`src/logic/xload_pkg.sv`:
```
// Constants, types and helpers for the binary load and unload engine
package xload_pkg;

  // Clock and receive deadline
  localparam int unsigned CLK_HZ        = 100_000_000;
  localparam int unsigned TICK_MS       = 1;
  localparam int unsigned TICK_CYC_DEF  = CLK_HZ / 1000 * TICK_MS;
  localparam int unsigned TMO_SEC       = 60;
  localparam int unsigned TMO_TICKS_DEF = TMO_SEC * 1000 / TICK_MS;

  // Character codes
  localparam logic [7:0] CH_CR    = 8'h0D;
  localparam logic [7:0] CH_LF    = 8'h0A;
  localparam logic [7:0] CH_SP    = 8'h20;
  localparam logic [7:0] CH_RUB   = 8'h7F;
  localparam logic [7:0] CH_CMT   = 8'h21;
  localparam logic [7:0] CH_XU    = 8'h58;
  localparam logic [7:0] CH_XL    = 8'h78;
  localparam logic [7:0] CH_CTL_C = 8'h03;
  localparam logic [7:0] CH_CTL_O = 8'h0F;
  localparam logic [7:0] CH_CTL_Q = 8'h11;
  localparam logic [7:0] CH_CTL_S = 8'h13;

  // Count field layout
  localparam int unsigned DIR_BIT = 31;

  // Line buffer
  localparam int unsigned LBUF_DEPTH = 32;
  localparam int unsigned LBUF_AW    = 5;
  localparam int unsigned LBUF_LW    = LBUF_AW + 1;

  // Message text: error line then prompt
  localparam logic [71:0] MSG_TEXT =
    {8'h3F, 8'h45, 8'h52, 8'h52, CH_CR, CH_LF, 8'h3E, 8'h3E, 8'h3E};
  localparam logic [3:0] MSG_ERR_IDX = 4'h0;
  localparam logic [3:0] MSG_PRM_IDX = 4'h6;
  localparam logic [3:0] MSG_LAST    = 4'h8;

  // Engine states, Gray coded along the load path
  typedef enum logic [3:0] {
    ST_LINE   = 4'h0,
    ST_PARSE  = 4'h1,
    ST_WCHK   = 4'h3,
    ST_MSG    = 4'h2,
    ST_LD_RX  = 4'h6,
    ST_LD_WR  = 4'h7,
    ST_UL_RD  = 4'h5,
    ST_UL_TX  = 4'h4,
    ST_UL_SUM = 4'hC
  } st_t;

  // Command line field being parsed
  typedef enum logic [1:0] {
    FLD_CMD  = 2'h0,
    FLD_ADDR = 2'h1,
    FLD_CNT  = 2'h3,
    FLD_END  = 2'h2
  } fld_t;

  // Hex digit decode: {valid, value}
  function automatic logic [4:0] hex_val(input logic [7:0] c);
    logic [4:0] r;
    r = 5'h00;
    if (c >= 8'h30 && c <= 8'h39) begin
      r = {1'b1, 4'(c - 8'h30)};
    end else if (c >= 8'h41 && c <= 8'h46) begin
      r = {1'b1, 4'(c - 8'h37)};
    end else if (c >= 8'h61 && c <= 8'h66) begin
      r = {1'b1, 4'(c - 8'h57)};
    end
    return r;
  endfunction : hex_val

endpackage : xload_pkg

```
`src/logic/xload_timer.sv`:
```
// Receive deadline timer with a millisecond tick divider
`timescale 1ns/1ps
module xload_timer
  import xload_pkg::*;
#(
  parameter int unsigned TICK_CYCLES = TICK_CYC_DEF,
  parameter int unsigned TMO_TICKS   = TMO_TICKS_DEF
) (
  input  wire logic mclk_in,
  input  wire logic rst_in,
  input  wire logic run_in,
  input  wire logic clr_in,
  output logic      expired_out
);
  localparam int unsigned TW = $clog2(TICK_CYCLES + 1);
  localparam int unsigned MW = $clog2(TMO_TICKS + 1);

  logic [TW-1:0] tick_ff;
  logic [MW-1:0] ms_ff;
  logic          exp_ff;
  wire           tick_en = run_in && (tick_ff == TW'(TICK_CYCLES - 1));
  wire           at_end  = (ms_ff == MW'(TMO_TICKS - 1));

  // Divider makes a one-cycle tick, tick counter flags the deadline
  always_ff @(posedge mclk_in or posedge rst_in) begin
    if (rst_in) begin
      tick_ff <= '0;
      ms_ff   <= '0;
      exp_ff  <= 1'b0;
    end else if (clr_in) begin
      tick_ff <= '0;
      ms_ff   <= '0;
      exp_ff  <= 1'b0;
    end else if (run_in) begin
      tick_ff <= tick_en ? '0 : TW'(tick_ff + 1'b1);
      ms_ff   <= (tick_en && !at_end) ? MW'(ms_ff + 1'b1) : ms_ff;
      exp_ff  <= tick_en && at_end;
    end else begin
      exp_ff  <= 1'b0;
    end
  end

  assign expired_out = exp_ff;
endmodule : xload_timer

```
`src/logic/xload_engine.sv`:
```
// Console engine for binary load and unload over the serial line
`timescale 1ns/1ps
// Overview of operation
// RULE_01 - Count top bit selects load or unload
// RULE_02 - Other count bits give the byte count
// RULE_03 - Transfer starts at the command address
// RULE_04 - CR accepts line; next byte is checksum
// RULE_05 - Line bytes plus checksum sum to zero
// RULE_06 - Good checksum prompts, bad one reports error
// RULE_07 - Load stores counted bytes, then data checksum
// RULE_08 - Load checksum nonzero gives error message
// RULE_09 - Unload sends bytes, then negated sum
// RULE_10 - Errors reported only after whole transfer
// RULE_11 - Failed load leaves memory undefined
// RULE_12 - No echo of data or checksums
// RULE_13 - Flow control stops after command CR
// RULE_14 - Unload obeys control chars, load does not
// RULE_15 - Host sends data bytes within 60 s
// RULE_16 - Host sends command checksum within 60 s
// RULE_17 - Host sends data checksum within 60 s
// RULE_18 - Missed deadline aborts with error message
// RULE_19 - Full rate command burst loses nothing
// RULE_20 - At least 4 Kbytes per command
// RULE_21 - Text after comment character is dropped
// RULE_22 - Address rises by one per byte
module xload_engine
  import xload_pkg::*;
#(
  parameter int unsigned TICK_CYCLES = TICK_CYC_DEF,
  parameter int unsigned TMO_TICKS   = TMO_TICKS_DEF
) (
  input  wire logic        mclk_in,
  input  wire logic        rst_in,
  input  wire logic        rx_valid_in,
  input  wire logic [7:0]  rx_data_in,
  input  wire logic        rx_err_in,
  input  wire logic        tx_ready_in,
  output logic             tx_valid_out,
  output logic [7:0]       tx_data_out,
  output logic             mem_req_out,
  output logic             mem_we_out,
  output logic [31:0]      mem_addr_out,
  output logic [7:0]       mem_wdata_out,
  input  wire logic        mem_ack_in,
  input  wire logic [7:0]  mem_rdata_in,
  input  wire logic        mem_err_in,
  output logic             flow_ctl_en_out
);
  st_t          st_ff, nxt_st, after_ff, nxt_after;
  fld_t         fld_ff, nxt_fld;
  logic [7:0]   buf_ff [LBUF_DEPTH];
  logic [LBUF_AW:0] len_ff, nxt_len, pidx_ff, nxt_pidx;
  logic         cmt_ff, nxt_cmt, dig_ff, nxt_dig, bad_ff, nxt_bad;
  logic [31:0]  addr_ff, nxt_addr, cnt_ff, nxt_cnt;
  logic         dir_ff, nxt_dir, err_ff, nxt_err;
  logic [7:0]   sum_ff, nxt_sum;
  logic [3:0]   mptr_ff, nxt_mptr;
  logic         pause_ff, nxt_pause, supp_ff, nxt_supp, cc_ff, nxt_cc;
  logic         txv_ff, nxt_txv, req_ff, nxt_req, we_ff, nxt_we, flow_ff;
  logic [7:0]   txd_ff, nxt_txd, wd_ff, nxt_wd;
  logic         pend_ff;
  logic [7:0]   hold_ff;
  logic         tmo_exp;

  // Character decode of the held receive byte
  wire       tx_free  = !txv_ff;
  wire       is_cr    = (hold_ff == CH_CR);
  wire       is_cmt   = (hold_ff == CH_CMT);
  wire       is_rub   = (hold_ff == CH_RUB);
  wire       buf_full = (len_ff == LBUF_LW'(LBUF_DEPTH));
  wire [7:0] pc       = buf_ff[pidx_ff[LBUF_AW-1:0]];
  wire [4:0] pc_hex   = hex_val(pc);
  wire       pc_x     = (pc == CH_XU) || (pc == CH_XL);
  wire [7:0] sum_in   = 8'(sum_ff + hold_ff);
  wire [7:0] msg_ch   = MSG_TEXT[(MSG_LAST - mptr_ff) * 8 +: 8];
  wire       ld_st    = (st_ff == ST_LD_RX) || (st_ff == ST_LD_WR);
  wire       ul_st    = (st_ff == ST_UL_RD) || (st_ff == ST_UL_TX) ||
                        (st_ff == ST_UL_SUM);
  wire       line_tk  = pend_ff && tx_free && (st_ff == ST_LINE);  // [RULE_12]
  wire       rx_take  = line_tk || (pend_ff && (st_ff == ST_WCHK ||
                        st_ff == ST_LD_RX || ul_st));
  wire       buf_wr   = line_tk && !is_cr && !cmt_ff && !is_cmt &&
                        !is_rub && !buf_full;
  wire       tmr_run  = (st_ff == ST_WCHK) || ld_st;
  wire       tmr_clr  = rx_take || (st_ff == ST_PARSE);

  // Deadline between command end, data bytes and data checksum
  xload_timer #(
    .TICK_CYCLES (TICK_CYCLES),
    .TMO_TICKS   (TMO_TICKS)
  ) u_timer (
    .mclk_in     (mclk_in),
    .rst_in      (rst_in),
    .run_in      (tmr_run),  // [RULE_15] [RULE_16] [RULE_17]
    .clr_in      (tmr_clr),
    .expired_out (tmo_exp)
  );

  // One byte hold register keeps a burst from being dropped
  always_ff @(posedge mclk_in or posedge rst_in) begin
    if (rst_in) begin
      pend_ff <= 1'b0;
      hold_ff <= 8'h00;
    end else if (rx_valid_in) begin
      pend_ff <= 1'b1;  // [RULE_19]
      hold_ff <= rx_data_in;
    end else if (rx_take) begin
      pend_ff <= 1'b0;
    end
  end

  // Line buffer entries, written at the current length
  genvar gi;
  generate
    for (gi = 0; gi < LBUF_DEPTH; gi++) begin : g_lbuf
      always_ff @(posedge mclk_in or posedge rst_in) begin
        if (rst_in) begin
          buf_ff[gi] <= 8'h00;
        end else if (buf_wr && len_ff[LBUF_AW-1:0] == LBUF_AW'(gi)) begin
          buf_ff[gi] <= hold_ff;
        end
      end
    end
  endgenerate

  // Main sequence: line entry, parse, checksum, message, transfer
  always_comb begin
    nxt_st = st_ff;
    nxt_after = after_ff;
    nxt_fld = fld_ff;
    nxt_len = len_ff;
    nxt_pidx = pidx_ff;
    nxt_cmt = cmt_ff;
    nxt_dig = dig_ff;
    nxt_bad = bad_ff;
    nxt_addr = addr_ff;
    nxt_cnt = cnt_ff;
    nxt_dir = dir_ff;
    nxt_err = err_ff;
    nxt_sum = sum_ff;
    nxt_mptr = mptr_ff;
    nxt_pause = pause_ff;
    nxt_supp = supp_ff;
    nxt_cc = cc_ff;
    nxt_txv = txv_ff && !tx_ready_in;
    nxt_txd = txd_ff;
    nxt_req = req_ff && !mem_ack_in;
    nxt_we = we_ff;
    nxt_wd = wd_ff;
    unique case (st_ff)
      ST_LINE: begin
        if (line_tk) begin
          if (is_cr) begin
            nxt_st = ST_PARSE;  // [RULE_04]
            nxt_pidx = '0;
            nxt_sum = 8'h00;
            nxt_fld = FLD_CMD;
            nxt_dig = 1'b0;
            nxt_bad = 1'b0;
            nxt_addr = 32'h0;
            nxt_cnt = 32'h0;
            nxt_cmt = 1'b0;
          end else if (cmt_ff || is_cmt) begin
            nxt_cmt = 1'b1;  // [RULE_21]
          end else if (is_rub) begin
            if (len_ff != '0) begin
              nxt_len = LBUF_LW'(len_ff - 1'b1);  // [RULE_05]
            end
          end else if (!buf_full) begin
            nxt_len = LBUF_LW'(len_ff + 1'b1);
            nxt_txv = 1'b1;
            nxt_txd = hold_ff;
          end
        end
      end
      ST_PARSE: begin
        if (pidx_ff == len_ff) begin
          nxt_len = '0;
          if (fld_ff == FLD_CMD) begin
            nxt_st = ST_LINE;
          end else begin
            nxt_st = ST_WCHK;
            nxt_bad = bad_ff || !(fld_ff == FLD_END ||
                      (fld_ff == FLD_CNT && dig_ff));
          end
        end else begin
          nxt_pidx = LBUF_LW'(pidx_ff + 1'b1);
          nxt_sum = 8'(sum_ff + pc);  // [RULE_05]
          if (pc == CH_SP) begin
            if (dig_ff && fld_ff == FLD_ADDR) begin
              nxt_fld = FLD_CNT;
              nxt_dig = 1'b0;
            end else if (dig_ff && fld_ff == FLD_CNT) begin
              nxt_fld = FLD_END;
            end
          end else if (fld_ff == FLD_CMD) begin
            if (pc_x) begin
              nxt_fld = FLD_ADDR;
            end else begin
              nxt_pidx = len_ff;
            end
          end else if (pc_hex[4] && fld_ff == FLD_ADDR) begin
            nxt_addr = {addr_ff[27:0], pc_hex[3:0]};  // [RULE_03]
            nxt_dig = 1'b1;
          end else if (pc_hex[4] && fld_ff == FLD_CNT) begin
            nxt_cnt = {cnt_ff[27:0], pc_hex[3:0]};
            nxt_dig = 1'b1;
          end else begin
            nxt_bad = 1'b1;
          end
        end
      end
      ST_WCHK: begin
        nxt_st = ST_MSG;
        nxt_after = ST_LINE;
        nxt_mptr = MSG_ERR_IDX;
        if (tmo_exp) begin
          nxt_st = ST_MSG;  // [RULE_18]
        end else if (pend_ff) begin
          if (sum_in == 8'h00 && !bad_ff) begin
            nxt_mptr = MSG_PRM_IDX;  // [RULE_06]
            nxt_dir = cnt_ff[DIR_BIT];  // [RULE_01]
            nxt_cnt = {1'b0, cnt_ff[DIR_BIT-1:0]};  // [RULE_02] [RULE_20]
            nxt_after = cnt_ff[DIR_BIT] ? ST_UL_RD : ST_LD_RX;
            nxt_sum = 8'h00;
            nxt_err = 1'b0;
            nxt_pause = 1'b0;
            nxt_supp = 1'b0;
            nxt_cc = 1'b0;
          end
        end else begin
          nxt_st = ST_WCHK;
        end
      end
      ST_MSG: begin
        if (tx_free) begin
          nxt_txv = 1'b1;
          nxt_txd = msg_ch;
          nxt_mptr = 4'(mptr_ff + 1'b1);
          if (mptr_ff == MSG_LAST) begin
            nxt_st = after_ff;
            if (after_ff == ST_UL_RD && cnt_ff == 32'h0) begin
              nxt_st = ST_UL_SUM;
            end
          end
        end
      end
      ST_LD_RX: begin
        if (tmo_exp) begin
          nxt_st = ST_MSG;  // [RULE_18]
          nxt_after = ST_LINE;
          nxt_mptr = MSG_ERR_IDX;
        end else if (pend_ff && cnt_ff != 32'h0) begin
          nxt_st = ST_LD_WR;  // [RULE_07] [RULE_14]
          nxt_req = 1'b1;
          nxt_we = 1'b1;
          nxt_wd = hold_ff;
          nxt_sum = sum_in;
        end else if (pend_ff) begin
          // Written bytes stay as they are after a failed load [RULE_11]
          nxt_st = ST_MSG;  // [RULE_08] [RULE_10]
          nxt_after = ST_LINE;
          nxt_mptr = (sum_in != 8'h00 || err_ff) ? MSG_ERR_IDX
                                                 : MSG_PRM_IDX;
        end
      end
      ST_LD_WR: begin
        if (mem_ack_in) begin
          nxt_st = ST_LD_RX;
          nxt_err = err_ff || mem_err_in;  // [RULE_10]
          nxt_addr = 32'(addr_ff + 32'h1);  // [RULE_22]
          nxt_cnt = 32'(cnt_ff - 32'h1);
          nxt_we = 1'b0;
        end
      end
      ST_UL_RD: begin
        if (!req_ff) begin
          nxt_req = 1'b1;
          nxt_we = 1'b0;
        end else if (mem_ack_in) begin
          nxt_st = ST_UL_TX;
          nxt_wd = mem_rdata_in;
          nxt_err = err_ff || mem_err_in;  // [RULE_10]
          nxt_addr = 32'(addr_ff + 32'h1);  // [RULE_22]
        end
      end
      ST_UL_TX: begin
        if (cc_ff) begin
          nxt_st = ST_MSG;  // [RULE_14]
          nxt_after = ST_LINE;
          nxt_mptr = MSG_PRM_IDX;
        end else if (!pause_ff && tx_free) begin
          nxt_txv = !supp_ff;
          nxt_txd = wd_ff;
          nxt_sum = 8'(sum_ff + wd_ff);  // [RULE_09]
          nxt_cnt = 32'(cnt_ff - 32'h1);
          nxt_st = (cnt_ff == 32'h1) ? ST_UL_SUM : ST_UL_RD;
        end
      end
      ST_UL_SUM: begin
        if (!pause_ff && tx_free) begin
          nxt_txv = 1'b1;
          nxt_txd = 8'(8'h00 - sum_ff);  // [RULE_09]
          nxt_st = ST_MSG;
          nxt_after = ST_LINE;
          nxt_mptr = err_ff ? MSG_ERR_IDX : MSG_PRM_IDX;  // [RULE_10]
        end
      end
      default: begin
        nxt_st = ST_LINE;
      end
    endcase
    // Operator control characters act only while unloading
    if (ul_st && pend_ff) begin
      if (hold_ff == CH_CTL_S) nxt_pause = 1'b1;  // [RULE_14]
      if (hold_ff == CH_CTL_Q) nxt_pause = 1'b0;
      if (hold_ff == CH_CTL_O) nxt_supp = !supp_ff;
      if (hold_ff == CH_CTL_C) nxt_cc = 1'b1;
    end
    // Line errors during a load are remembered for the end
    if (ld_st && rx_err_in) begin
      nxt_err = 1'b1;  // [RULE_10]
    end
  end

  // State and datapath registers
  always_ff @(posedge mclk_in or posedge rst_in) begin
    if (rst_in) begin
      st_ff <= ST_LINE;
      after_ff <= ST_LINE;
      fld_ff <= FLD_CMD;
      len_ff <= '0;
      pidx_ff <= '0;
      {cmt_ff, dig_ff, bad_ff, dir_ff, err_ff} <= 5'h00;
      {pause_ff, supp_ff, cc_ff} <= 3'h0;
      addr_ff <= 32'h0;
      cnt_ff <= 32'h0;
      sum_ff <= 8'h00;
      mptr_ff <= 4'h0;
    end else begin
      st_ff <= nxt_st;
      after_ff <= nxt_after;
      fld_ff <= nxt_fld;
      len_ff <= nxt_len;
      pidx_ff <= nxt_pidx;
      {cmt_ff, dig_ff, bad_ff, dir_ff, err_ff} <=
        {nxt_cmt, nxt_dig, nxt_bad, nxt_dir, nxt_err};
      {pause_ff, supp_ff, cc_ff} <= {nxt_pause, nxt_supp, nxt_cc};
      addr_ff <= nxt_addr;
      cnt_ff <= nxt_cnt;
      sum_ff <= nxt_sum;
      mptr_ff <= nxt_mptr;
    end
  end

  // Output registers; flow control only while a line is being typed
  always_ff @(posedge mclk_in or posedge rst_in) begin
    if (rst_in) begin
      {txv_ff, req_ff, we_ff} <= 3'h0;
      txd_ff <= 8'h00;
      wd_ff <= 8'h00;
      flow_ff <= 1'b1;
    end else begin
      {txv_ff, req_ff, we_ff} <= {nxt_txv, nxt_req, nxt_we};
      txd_ff <= nxt_txd;
      wd_ff <= nxt_wd;
      flow_ff <= (nxt_st == ST_LINE);  // [RULE_13]
    end
  end

  assign tx_valid_out    = txv_ff;
  assign tx_data_out     = txd_ff;
  assign mem_req_out     = req_ff;
  assign mem_we_out      = we_ff;
  assign mem_addr_out    = addr_ff;
  assign mem_wdata_out   = wd_ff;
  assign flow_ctl_en_out = flow_ff;
endmodule : xload_engine

```
`config.mk`:
```
export PLATFORM = sky130hd
export DESIGN_NAME = xload_engine
export DESIGN_NICKNAME = d
export VERILOG_FILES = /design/src/logic/xload_pkg.sv /design/src/logic/xload_timer.sv /design/src/logic/xload_engine.sv
export SDC_FILE = /design/constraint.sdc
export NUM_CORES = 1
export LEC_CHECK = 0
export BUFFER_PORTS_ARGS = -buffer_cell sky130_fd_sc_hd__buf_2
export CAP_MARGIN = 20
export CELL_PAD_IN_SITES_DETAIL_PLACEMENT = 1
export CELL_PAD_IN_SITES_GLOBAL_PLACEMENT = 1
export CORE_ASPECT_RATIO = 2
export CORE_MARGIN = 2
export CORE_UTILIZATION = 30
export CTS_CLUSTER_SIZE = 40
export DETAILED_ROUTE_END_ITERATION = 10
export GPL_TIMING_DRIVEN = 0
export PLACE_DENSITY_LB_ADDON = 0.12
export SKIP_LAST_GASP = 1
export SLEW_MARGIN = 20
export SYNTH_ARGS = -nofsm -noshare
export SYNTH_HDL_FRONTEND = slang
export SYNTH_HIERARCHICAL = 1
export SYNTH_SLANG_ARGS = --single-unit
```
`constraint.sdc`:
```
create_clock -name mclk_in -period 31.8 [get_ports mclk_in]
set_input_delay 1.59 -clock mclk_in [delete_from_list [all_inputs] [get_ports mclk_in]]
set_output_delay 1.59 -clock mclk_in [all_outputs]
set_load 0.02 [all_outputs]
```
# Word-level counts from Yosys, hierarchy flattened

Cells that the tools add are included.

Add/subtract/negate cells: 16
Order comparisons: 7
Eq/ne operators: 103
Shift operators: 1
Mux-type cells: 192
Bitwise logic cells: 2
Reductions and logical operators: 126

Operators with widths:

| kind                                                         | count |
|---|---|
| 2-to-1 mux 32 bit                                            | 19 |
| 2-to-1 mux 8 bit                                             | 25 |
| case mux 32 bit (5 select lines)                             | 1 |
| case mux 32 bit (4 select lines)                             | 1 |
| 2-to-1 mux 4 bit                                             | 27 |
| equality test 5 bit (second input constant)                  | 16 |
| 2-to-1 mux 6 bit                                             | 13 |
| variable part select 72 x 33 -> 8 bit (first input constant) | 1 |
| 2-to-1 mux 1 bit                                             | 63 |
| logical AND 1 bit                                            | 58 |
| 2-to-1 mux 17 bit                                            | 3 |
| 2-to-1 mux 16 bit                                            | 3 |
| binary-select mux 8 bit (select 5 bit)                       | 1 |
| equality test 5 x 4 -> 1 bit (second input constant)         | 8 |
| inequality test 2 bit (second input constant)                | 20 |
| case mux 8 bit (5 select lines)                              | 1 |
| case mux 4 bit (9 select lines)                              | 1 |
| adder 32 x 1 -> 32 bit (second input constant)               | 1 |
| equality test 32 x 1 -> 1 bit (second input constant)        | 1 |
| logical NOT 32 bit                                           | 1 |
| case mux 8 bit (4 select lines)                              | 1 |
| nonzero test 32 bit                                          | 1 |
| subtractor 32 x 1 -> 32 bit (second input constant)          | 1 |
| AND reduction 7 bit                                          | 4 |
| 74 further kinds                                             | 176 |

Register bits after elaboration: 424
Bits of input ports: 23
Output and inout bits: 52
Word-level logic and storage cells: 507

# Longest topological paths before layout

Gate-level depths: netlist of run 1.

Word-level depth: 16
Mapped depth: 22
Gate-level depth less buffers: 17

# Hierarchy

The synthesis of run 1 kept the hierarchy.

By module, submodules not included:

| module       | times used | cells an instance | area each (µm²) | sequential area each (µm²) |
|---|---|---|---|---|
| xload_engine | 1          | 2,029             | 21,186.6        | 9,735.6 |
| xload_timer  | 1          | 190               | 1,834.3         | 850.8 |

# Worst setup path before layout of run 1

OpenSTA, ideal clock, no wires.

Kind: reg-to-reg
From: register pidx_ff[0]
To: register sum_ff[7]
Library setup time: 0.137 ns
Arrival time: 3.951 ns
Required time: 31.663 ns
Path slack: 27.712 ns
Stages on the path, launching flop included: 22
Buffers on the path: 5
Clock period less this slack: 4.088 ns
Path through: dfrtp_1 buf_6 buf_6 buf_6 buf_4 buf_6 mux4_2 o22ai_1 nand2_1 nand2b_1 o21ai_0 ha_1 a21o_1 a21oi_1 nor2b_1 o21a_1 o41ai_1 xnor2_1 xnor2_1 nor2_1 a221oi_1 a21oi_1

Word-level cells in the longest chain between the ends: 7
Elaborated cells on any way between the ends: 10
Those cells by class: 1 x add/sub; 2 x eq/ne; 5 x mux; 1 x bitwise; 1 x reduce/logical

Ends and longest elaborated chain:

| what                                                | line                | source |
|---|---|---|
| start, declared                                     | xload_engine.sv:52  | `logic [LBUF_AW:0] len_ff, nxt_len, pidx_ff, nxt_pidx;` |
| start signal, assigned                              | xload_engine.sv:345 | `pidx_ff <= nxt_pidx;` |
| NOT 5 -> 6 bit (not written as such)                | xload_engine.sv:71  | `wire [7:0] pc = buf_ff[pidx_ff[LBUF_AW-1:0]];` |
| binary-select mux 8 bit (select 5 bit)              | xload_engine.sv:71  |  |
| 2-to-1 mux 8 bit (not written as such) (2 in a row) | xload_engine.sv:71  |  |
| adder 8 bit                                         | xload_engine.sv:188 | `nxt_sum = 8'(sum_ff + pc);` |
| 2-to-1 mux 8 bit                                    | xload_engine.sv:177 | `if (pidx_ff == len_ff) begin` |
| case mux 8 bit (5 select lines)                     | xload_engine.sv:150 | `unique case (st_ff)` |
| end signal, assigned                                | xload_engine.sv:351 | `sum_ff <= nxt_sum;` |
| end, declared                                       | xload_engine.sv:56  | `logic [7:0] sum_ff, nxt_sum;` |

Parallel ways exist; a longest one is shown, timed or not. The select of a mux whose other input is x is not followed.
A chain may end at the register's enable or synchronous reset.

# Worst setup path in the final report of run 1

From: register pidx_ff[2]
To: register sum_ff[7]

Same word-level chain as after synthesis.

==> flow_summary.ini, run 1 <==
[setup_path]
max_stage_delay_ns = 0.58
crit_fanout = 10
r2r-end = sum_ff[7]
crit_path_end_kind = flop
r2r_start = pidx_ff[2]
crit_arrival_ns = 6.13
critPathRequiredTime_ns = 32.26
worst-setup-path-type = reg2reg
cp_slowest_cell = nor2_1
reg2reg_slack_ns = 26.13
path_cells = buf_2 > buf_2 > buf_4 > buf_2 > mux2i_1 > a22oi_1 > nand3_1 > nand3_1 > nor2_1 > a21oi_1 > ha_1 > a21oi_1 > nor2b_1 > o21a_1 > o41ai_1 > xnor2_1 > xnor2_1 > nor2_1 > a221oi_1 > a21oi_1
crit_path_start_kind = flop
r2r_cells = 20

[min_path]
hold_class = reg2reg
min_to = buf_ff[219]
whs_path_depth = 2
hold_start = buf_ff[219]

[route]
routed_wl_um = 94640
ant_nets = 0
first_pass_iters = 5
drc = 0
routed_via_density = 5.481
dr_total_vias = 18658
drtIter0Drc = 723
routedWlPerCell_um = 27.80

[sta]
finClkSkew_ns = 0.01862
fmax_ghz = 0.1764
relSlewSlack_pct = 28.21
fin_ws_ns = 26.13
hold_violations = 0
tightest_slew_ns = 1.077
slew_violations = 0
fin_tns_setup_ns = 0
fin_crit_ns = 5.669
fin_crit_sh_pct = 17.83
rsz0062_at_grt = no
finalSetupViolCount = 0

[die]
die_height_um = 395.8
dieArea_mm2 = 0.07910
num_rows = 143
dieWidth_um = 199.9
start_util_pct = 30.27
io_pins = 75
core-area_mm2 = 0.07604

[yosys]
yosys-top-cells-area = dfrtp_1, mux2_2, mux2i_1, mux4_2, nor2_1
yosysSeqAreaShare_pct = 45.99
synthCells = 2219
ys.flop_type = dfrtp_1
synth_top_area_share_pct = 45.87
synth_cell_types = 87
yosys_warnings = 6
syn_nets = 2275
avgSynthCellArea_um2 = 10.37
synth_top_cell_by_area = dfrtp_1
ys_seq_elements = 423
synthArstFlopShare_pct = 100.0
netlist_area_mm2 = 0.02302
synth_edf_count = 0

[power]
swShare_pct = 36.64
power.share.combinational_pct = 30.2
power_density_mw_per_mm2 = 65.53
p_leak_uw = 0.01153
seq_power_share_pct = 37.5
ir_worst_vdd_mv = 0.03487
clock_power_share_pct = 32.3
netSwitchingPower_uw = 636.0
p_int_uw = 1100

[global_routing]
grt_pass1_vias = 20658
antenna_found_initial = 5
grt_max_degree = 83
grt-ovfl-total = 0
grt_first_pass_wirelength_um = 140400
track_usage_pct = 24.33

[layout]
stdcell_count = 3404
final_common_cell = dfrtp_1
area_growth_pct = 15.07
nets = 2409
drive_above_1_share_pct = 22.37
final_cell_mix = dfrtp_1, mux2_2, nand2_1
final_core_util_pct = 34.84

[place]
dp_slack_ns = 26.00
placedCellCount = 3321
portBuffers = 73
place_hpwl_um = 72990
place.gp.congestion = 0.8856

[clock_tree]
clockBufferDepth = 3
cts_resized = 0
cts_setup_buffers = 0
hold_buffers = 0
cts-buffers-inserted = 45
cts_sinks = 423
cts_tree = yes
htreeDepth = 2
clock_latency_ns = 0.59
cts_root_buf = clkbuf_16
path_clk_slew_ns = 0.07

[status]
status = finished clean

[flow_run]
drv_cap = 0
-- power groups by stage --
| stage | sequential [uW] | combinational [uW] | clock [uW] |
|---|---|---|---|
| after CTS | 651 | 529 | 578 |
| after global placement | 658 | 511 | 0 |
| after detailed placement | 661 | 526 | 0 |
| final | 651 | 525 | 560 |
| after floorplan | 643 | 343 | 0 |
| after global routing | 658 | 571 | 595 |
-- cells by family (layout without fill, tap and decap cells) --
logic type / Yosys count / count (layout) / share of synthesized area (%)
simple gates: 663 / 663 / 14.20
compound gates: 476 / 476 / 12.42
flops: 423 / 423 / 45.99
mux: 387 / 387 / 19.89
buf+inv: 178 / 346 / 3.359
xor+xnor: 59 / 59 / 2.245
fa+ha+maj: 33 / 33 / 1.891
other cells: 0 / 2 / 0
-- sequential cells by signal, indices dropped and copies added, names as in the netlist, 2 cells and up --
register / flops
len_ff: 6
tx_data_out: 8
pidx_ff: 6
u_timer/tick_ff: 17
st_ff: 4
mem_wdata_out: 8
fld_ff: 2
buf_ff: 256
after_ff: 3
mptr_ff: 4
hold_ff: 8
u_timer/ms_ff: 16
sum_ff: 8
cnt_ff: 32
mem_addr_out: 32
-- critical path: cells and delay by family, from the launching register on --
| family | cells | cell delay, ns |
|---|---|---|
| buffers and inverters | 4 | 1.51 |
| flip-flops | 1 | 0.32 |
| AO/OA/AOI/OAI | 7 | 1.35 |
| adder cells (fa/ha/maj) | 1 | 0.36 |
| XOR/XNOR | 2 | 0.39 |
| AND/OR/NAND/NOR | 5 | 1.28 |
| multiplexers | 1 | 0.29 |
-- cell usage after synthesis, types with 33 or more instances --
cell / count
a22oi_1: 47
clkbuf_1: 105
mux2i_1: 93
mux2_2: 263
nor2_1: 178
o21ai_1: 101
o21ai_0: 87
dfrtp_1: 422
nand3_1: 61
a21oi_1: 115
nor3_1: 66
inv_1: 33
nand2_1: 174
-- worst max-delay path by stage --
| stage | cells past startpoint | start | endpoint | slack, ns |
|---|---|---|---|---|
| floorplan | 1 | rst_in | after_ff[0] | 19.40 |
| global placement | 2 | rst_in | buf_ff[15] | 14.23 |
| detailed placement | 20 | pidx_ff[2] | sum_ff[7] | 26.00 |
| CTS | 20 | pidx_ff[2] | sum_ff[7] | 25.98 |
| global route | 20 | pidx_ff[2] | sum_ff[7] | 25.73 |
| finish | 20 | pidx_ff[2] | sum_ff[7] | 26.13 |
-- area by class of cell --
type,count,area (um2)
fillers,8522,49550
multi-input cells,1618,11740
flip-flops and latches,423,10590
well taps,1015,1270
clock buffers,57,1262
plain buffers,143,641.9
repair buffers,87,584.3
clock inverters,24,262.8
inverters,35,138.9
diodes,2,5.005
-- per-layer routing --
layer	up-vias	global-route usage, %	part of all wire [%]
met5	-	0	0.019
met4	2	16.48	8.0
met3	252	3.028	3.3
met2	411	48.36	57
met1	9674	22.18	32
li1	8319	-	-
-- metrics by stage --
| step | cell area [um2] | hold WS (ns) | total power, uW |
|---|---|---|---|
| finish | 26490 | 0.4949 | 1736 |
| global route | 26480 | 0.5047 | 1823 |
| CTS | 26480 | 0.4964 | 1758 |
| detailed placement | 24950 | 0.4797 | 1187 |
| global placement | 24660 | 0.4582 | 1169 |
| floorplan | 23020 | 0.4446 | 985.4 |
Note: power is estimated with default switching activity, not from simulation.
==> run 2, diff against run 1 <==
==> constraint.sdc (replaced) <==
create_clock -name mclk_in -period 4.74 [get_ports mclk_in]
set_input_delay 0.237 -clock mclk_in [delete_from_list [all_inputs] [get_ports mclk_in]]
set_output_delay 0.237 -clock mclk_in [all_outputs]
set_load 0.02 [all_outputs]
==> flow_summary.ini, run 2 (synthesis results as in run 1) <==
[status]
status = finished clean

[sta]
finClkSkew_ns = 0.02563
rsz0062_at_grt = yes
slew_violations = 0
fmax_ghz = 0.2196
relSlewSlack_pct = 28.80
tightest_slew_ns = 1.068
fin_crit_sh_pct = 96.09
fin_ws_ns = 0.1853
finalSetupViolCount = 0
holdWs_ns = 0.03426
fin_crit_ns = 4.555
hold_violations = 0

[place]
place.gp.congestion = 0.8801
place_area_mm2 = 0.02517
dp_slack_ns = -1.014
place_hpwl_um = 74160
portBuffers = 73

[clock_tree]
clock_latency_ns = 0.59
cts_root_buf = clkbuf_16
htreeDepth = 2
clockBufferDepth = 3
cts-buffers-inserted = 43
cts_sinks = 423
cts_tree = yes
path_clk_slew_ns = 0.07

[setup_path]
path_cells = clkbuf_4 > buf_4 > buf_6 > buf_6 > mux2i_1 > a22oi_1 > nand3_1 > nand3_4 > nor2_4 > a21oi_1 > ha_1 > a21oi_2 > nor2b_1 > o21a_1 > o41ai_2 > xnor2_1 > xnor2_1 > nor2_1 > a221oi_1 > a21oi_1
r2r_start = pidx_ff[2]
cp_slowest_cell = ha_1
r2r_cells = 20
reg2reg_slack_ns = 0.19
r2r-end = sum_ff[7]
worst-setup-path-type = reg2reg
crit_fanout = 10
critPathRequiredTime_ns = 5.18
crit_path_end_kind = flop
crit_arrival_ns = 5.00
max_stage_delay_ns = 0.36
crit_path_start_kind = flop

[layout]
stdcell_area_mm2 = 0.02710
final_common_cell = dfrtp_1
nets = 2441
area_growth_pct = 17.73
antenna_cells = 0
final_core_util_pct = 35.64
drive_above_1_share_pct = 23.40
regMostFlops = buf_ff
seq_area_mm2 = 0.01059
final_cell_mix = dfrtp_1, mux2_2, nand2_1
n_fill_cell = 8457
largest_reg_flops = 256
multi_input_area_mm2 = 0.01184

[route]
first_pass_iters = 5
drc = 0
drtIter0Drc = 758
ant_nets = 0
routed_via_density = 5.503
dr_total_vias = 18899
routed_wl_um = 95480
routedWlPerCell_um = 27.80

[flow_run]
drv_cap = 0

[power]
ir_worst_vdd_mv = 0.2181
p_leak_uw = 0.01181
power_density_mw_per_mm2 = 434.2

[global_routing]
grt-ovfl-total = 0
grt_first_pass_wirelength_um = 140800
grt_max_degree = 35
antenna_found_initial = 2
grt_pass1_vias = 20829
track_usage_pct = 24.43

[die]
core-area_mm2 = 0.07604
io_pins = 75
dieWidth_um = 199.9
num_rows = 143
start_util_pct = 30.27
die_height_um = 395.8
dieArea_mm2 = 0.07910

[min_path]
min_to = tx_valid_out
hold_start = tx_ready_in
hold_class = in2reg
whs_path_depth = 4
==> run 2: cell count changes in the layout (fill, tap and decap cells not counted), sizes merged, moves of 3 or more <==
| cell | delta |
|---|---|
| buf | +11 |
| dlygate4sd3 | +19 |
| clkbuf | +10 |
| clkinv | -4 |
| clkinvlp | -3 |
==> run 2: stage by stage <==
stage,power [uW],instances,TNS [ns]
final,11770,3434,0
after global routing,12340,3434,-0.1022
after CTS,11850,3432,-0.6624
after detailed placement,7978,3333,-39.70
after global placement,7849,3307,-1370.41
after floorplan,6612,2219,-282.50
==> run 2: final cells by class <==
cell class,count,area share (%)
plain buffers,140,2.645
flip-flops and latches,423,39.06
well taps,1015,4.686
repair buffers,124,3.841
clock inverters,16,0.8633
multi-input cells,1618,43.68
clock buffers,63,4.727
inverters,35,0.4986
==> run 2: what timing repair did <==
| item | in CTS | in global routing |
|---|---|---|
| hold buffers | 19 | 0 |
| endpoints found under the hold margin | 97 | 0 |
| setup endpoints to repair | 76 | 71 |
| buffers inserted | 2 | 2 |
| pin swaps | 0 | 3 |
| resized for setup | 25 | 32 |
==> run 2: worst max path at each step <==
stage                     from     endpoint  slack, ns  cells past startpoint
floorplan               rst_in  after_ff[0]      -0.73                      1
CTS                 pidx_ff[0]    sum_ff[7]      -0.15                     21
global placement        rst_in    sum_ff[1]      -3.48                      2
finish              pidx_ff[2]    sum_ff[7]       0.19                     20
detailed placement  pidx_ff[2]    sum_ff[7]      -1.01                     20
global route        pidx_ff[0]    sum_ff[7]      -0.10                     21
==> run 2: where the power goes <==
group          switching, uW  total, uW  internal (uW)
Clock                   1600       3760           2160
Sequential               389       4370           3980
Combinational           2270       3650           1380
==> run 2: critical path, delay by kind of cell, from the launching register on <==
| kind | cells | cell delay, ns |
|---|---|---|
| flops | 1 | 0.33 |
| buf+inv | 4 | 1.01 |
| compound gates | 7 | 1.29 |
| fa+ha+maj | 1 | 0.36 |
| simple gates | 5 | 0.74 |
| mux | 1 | 0.26 |
| xor+xnor | 2 | 0.37 |
==> run 2: routing by layer <==
layer	vias up	global-route usage (%)	routed length, um
met5	-	0	14
met4	2	16.23	7330
met3	243	2.765	3018
met2	421	49.09	54730
met1	9836	22.12	30390
li1	8397	-	-
==> run 3, diff against run 2 <==
--- a/config.mk
+++ b/config.mk
@@ -15,7 +15,7 @@
 export CTS_CLUSTER_SIZE = 40
 export DETAILED_ROUTE_END_ITERATION = 10
 export GPL_TIMING_DRIVEN = 0
-export PLACE_DENSITY_LB_ADDON = 0.12
+export PLACE_DENSITY = 0.5
 export SKIP_LAST_GASP = 1
 export SLEW_MARGIN = 20
 export SYNTH_ARGS = -nofsm -noshare
==> constraint.sdc (replaced) <==
create_clock -name mclk_in -period 4.35 [get_ports mclk_in]
set_input_delay 0.2175 -clock mclk_in [delete_from_list [all_inputs] [get_ports mclk_in]]
set_output_delay 0.2175 -clock mclk_in [all_outputs]
set_load 0.02 [all_outputs]
==> flow_summary.ini, run 3 (synthesis results as in run 1) <==
[place]
place.gp.congestion = 0.8809
portBuffers = 73
placedCellCount = 3333
place_hpwl_um = 73990

[clock_tree]
cts_tree = yes
cts_root_buf = clkbuf_16
clock_latency_ns = 0.60
cts_sinks = 423
htreeDepth = 2
path_clk_slew_ns = 0.07
cts-buffers-inserted = 44
clockBufferDepth = 3

[route]
routed_wl_um = 95890
routedWlPerCell_um = 27.69
ant_nets = 0
routed_via_density = 5.443
first_pass_iters = 5
drc = 0
drtIter0Drc = 752
dr_total_vias = 18848

[layout]
largest_reg_flops = 256
final_common_cell = dfrtp_1
regMostFlops = buf_ff
final_cell_mix = dfrtp_1, mux2_2, nand2_1
final_core_util_pct = 36.21
drive_above_1_share_pct = 25.01
nets = 2467
area_growth_pct = 19.59
stdcell_count = 3463

[die]
core-area_mm2 = 0.07604
start_util_pct = 30.27
dieWidth_um = 199.9
dieArea_mm2 = 0.07910
num_rows = 143
io_pins = 75
die_height_um = 395.8

[sta]
fmax_ghz = 0.2307
tightest_slew_ns = 1.074
fin_crit_ns = 4.335
finClkSkew_ns = 0.03574
rsz0062_at_grt = yes
holdWs_ns = 0.1907
finalSetupViolCount = 0
slew_violations = 0
relSlewSlack_pct = 28.15
hold_violations = 0
fin_crit_sh_pct = 99.66

[setup_path]
crit_path_end_kind = flop
path_cells = buf_2 > clkbuf_4 > mux4_2 > mux2i_2 > nand3_1 > nand3_2 > nand2b_4 > buf_4 > ha_2 > nor2_1 > nor3_1 > o211ai_1 > buf_4 > buf_4 > o32ai_1 > o21ai_1 > o21ai_1
critPathRequiredTime_ns = 4.87
crit_path_start_kind = flop
crit_fanout = 10
r2r-end = cnt_ff[1]
r2r_start = pidx_ff[3]
crit_arrival_ns = 4.86
r2r_cells = 17
reg2reg_slack_ns = 0.01
cp_common_cell = buf_4
worst-setup-path-type = reg2reg
max_stage_delay_ns = 0.90
cp_slowest_cell = o32ai_1

[global_routing]
grt_max_degree = 35
grt_first_pass_wirelength_um = 141400
grt_pass1_vias = 21017
antenna_found_initial = 2
track_usage_pct = 24.46
grt-ovfl-total = 0

[flow_run]
drv_cap = 0

[power]
power_density_mw_per_mm2 = 481.9
ir_worst_vdd_mv = 0.2595
p_leak_uw = 0.01204

[status]
status = finished clean

[min_path]
hold_class = in2async
[run 3: changes by cell type in the layout (fill, tap and decap cells not counted), moves of 3 or more]
cell / before / now
buf_4: 11 / 41
buf_6: 17 / 20
clkbuf_1: 103 / 97
nor3_1: 59 / 56
[run 3: repair_timing]
action                                 in CTS  in global routing
pin swaps                                   3                  9
gates resized for setup                    68                 31
setup endpoints to repair                  92                126
buffers inserted                            6                 23
endpoints found under the hold margin      85                  0
hold buffers                               21                  0
[run 3: worst max-delay path, delay by kind of cell, from the launching register on]
family                     cells  cell delay, ns
AOI/OAI and AO/OA              4            1.31
adders and majority gates      1            0.19
buffers and inverters          5            1.18
DFF                            1            0.44
muxes                          2            0.55
and+or+nand+nor                5            0.58
[run 3: per-layer routing]
metal  track usage, %  share of wire (%)  up-vias  wire length, um
li1                 -                  -     8436                -
met1            22.49                 32     9766            30910
met2            49.28                 57      410            55080
met3            2.816                3.1      236             2969
met4            15.01                7.2        0             6941
met5                0                  0        -                0
[run 3: worst max-delay path by stage]
stage	slack, ns	cells after the start	endpoint	start
final	0.01	17	cnt_ff[1]	pidx_ff[3]
after global routing	-0.19	15	sum_ff[7]	st_ff[0]
after CTS	-0.009	21	sum_ff[7]	pidx_ff[0]
after detailed placement	-1.46	20	sum_ff[7]	pidx_ff[2]
after global placement	-3.88	2	buf_ff[15]	rst_in
after floorplan	-1.10	1	after_ff[0]	rst_in
[run 3: layout make-up]
type,count,area [um2]
diodes,1,2.502
plain buffers,140,775.7
clock buffers,62,1300
clock inverters,20,312.8
fillers,8473,48510
inverters,35,135.1
multi-input cells,1618,11940
flip-flops and latches,423,10590
well taps,1015,1270
repair buffers,149,1212
[run 3: metrics by stage]
| step | cell area, um2 | total power (uW) | setup TNS (ns) | setup slack [ns] |
|---|---|---|---|---|
| 6_report | 27530 | 13270 | 0 | 0.01479 |
| 4_1_cts | 27250 | 13280 | -0.008500 | -0.008500 |
| 2_1_floorplan | 23020 | 7205 | -426.25 | -1.099 |
| 3_3_place_gp | 24660 | 8550 | -1556.68 | -3.884 |
| 5_1_grt | 27530 | 13890 | -0.3213 | -0.1935 |
| 3_5_place_dp | 25140 | 8691 | -71.50 | -1.458 |
[run 3: report_power, final]
| group | switching (uW) | total, uW | internal [uW] | leakage (uW) |
|---|---|---|---|---|
| logic | 2550 | 4190 | 1640 | 0.00546 |
| registers | 418 | 4750 | 4330 | 0.00579 |
| clock network | 1810 | 4330 | 2520 | 0.000791 |
| total | 4770 | 13300 | 8500 | 0.0120 |
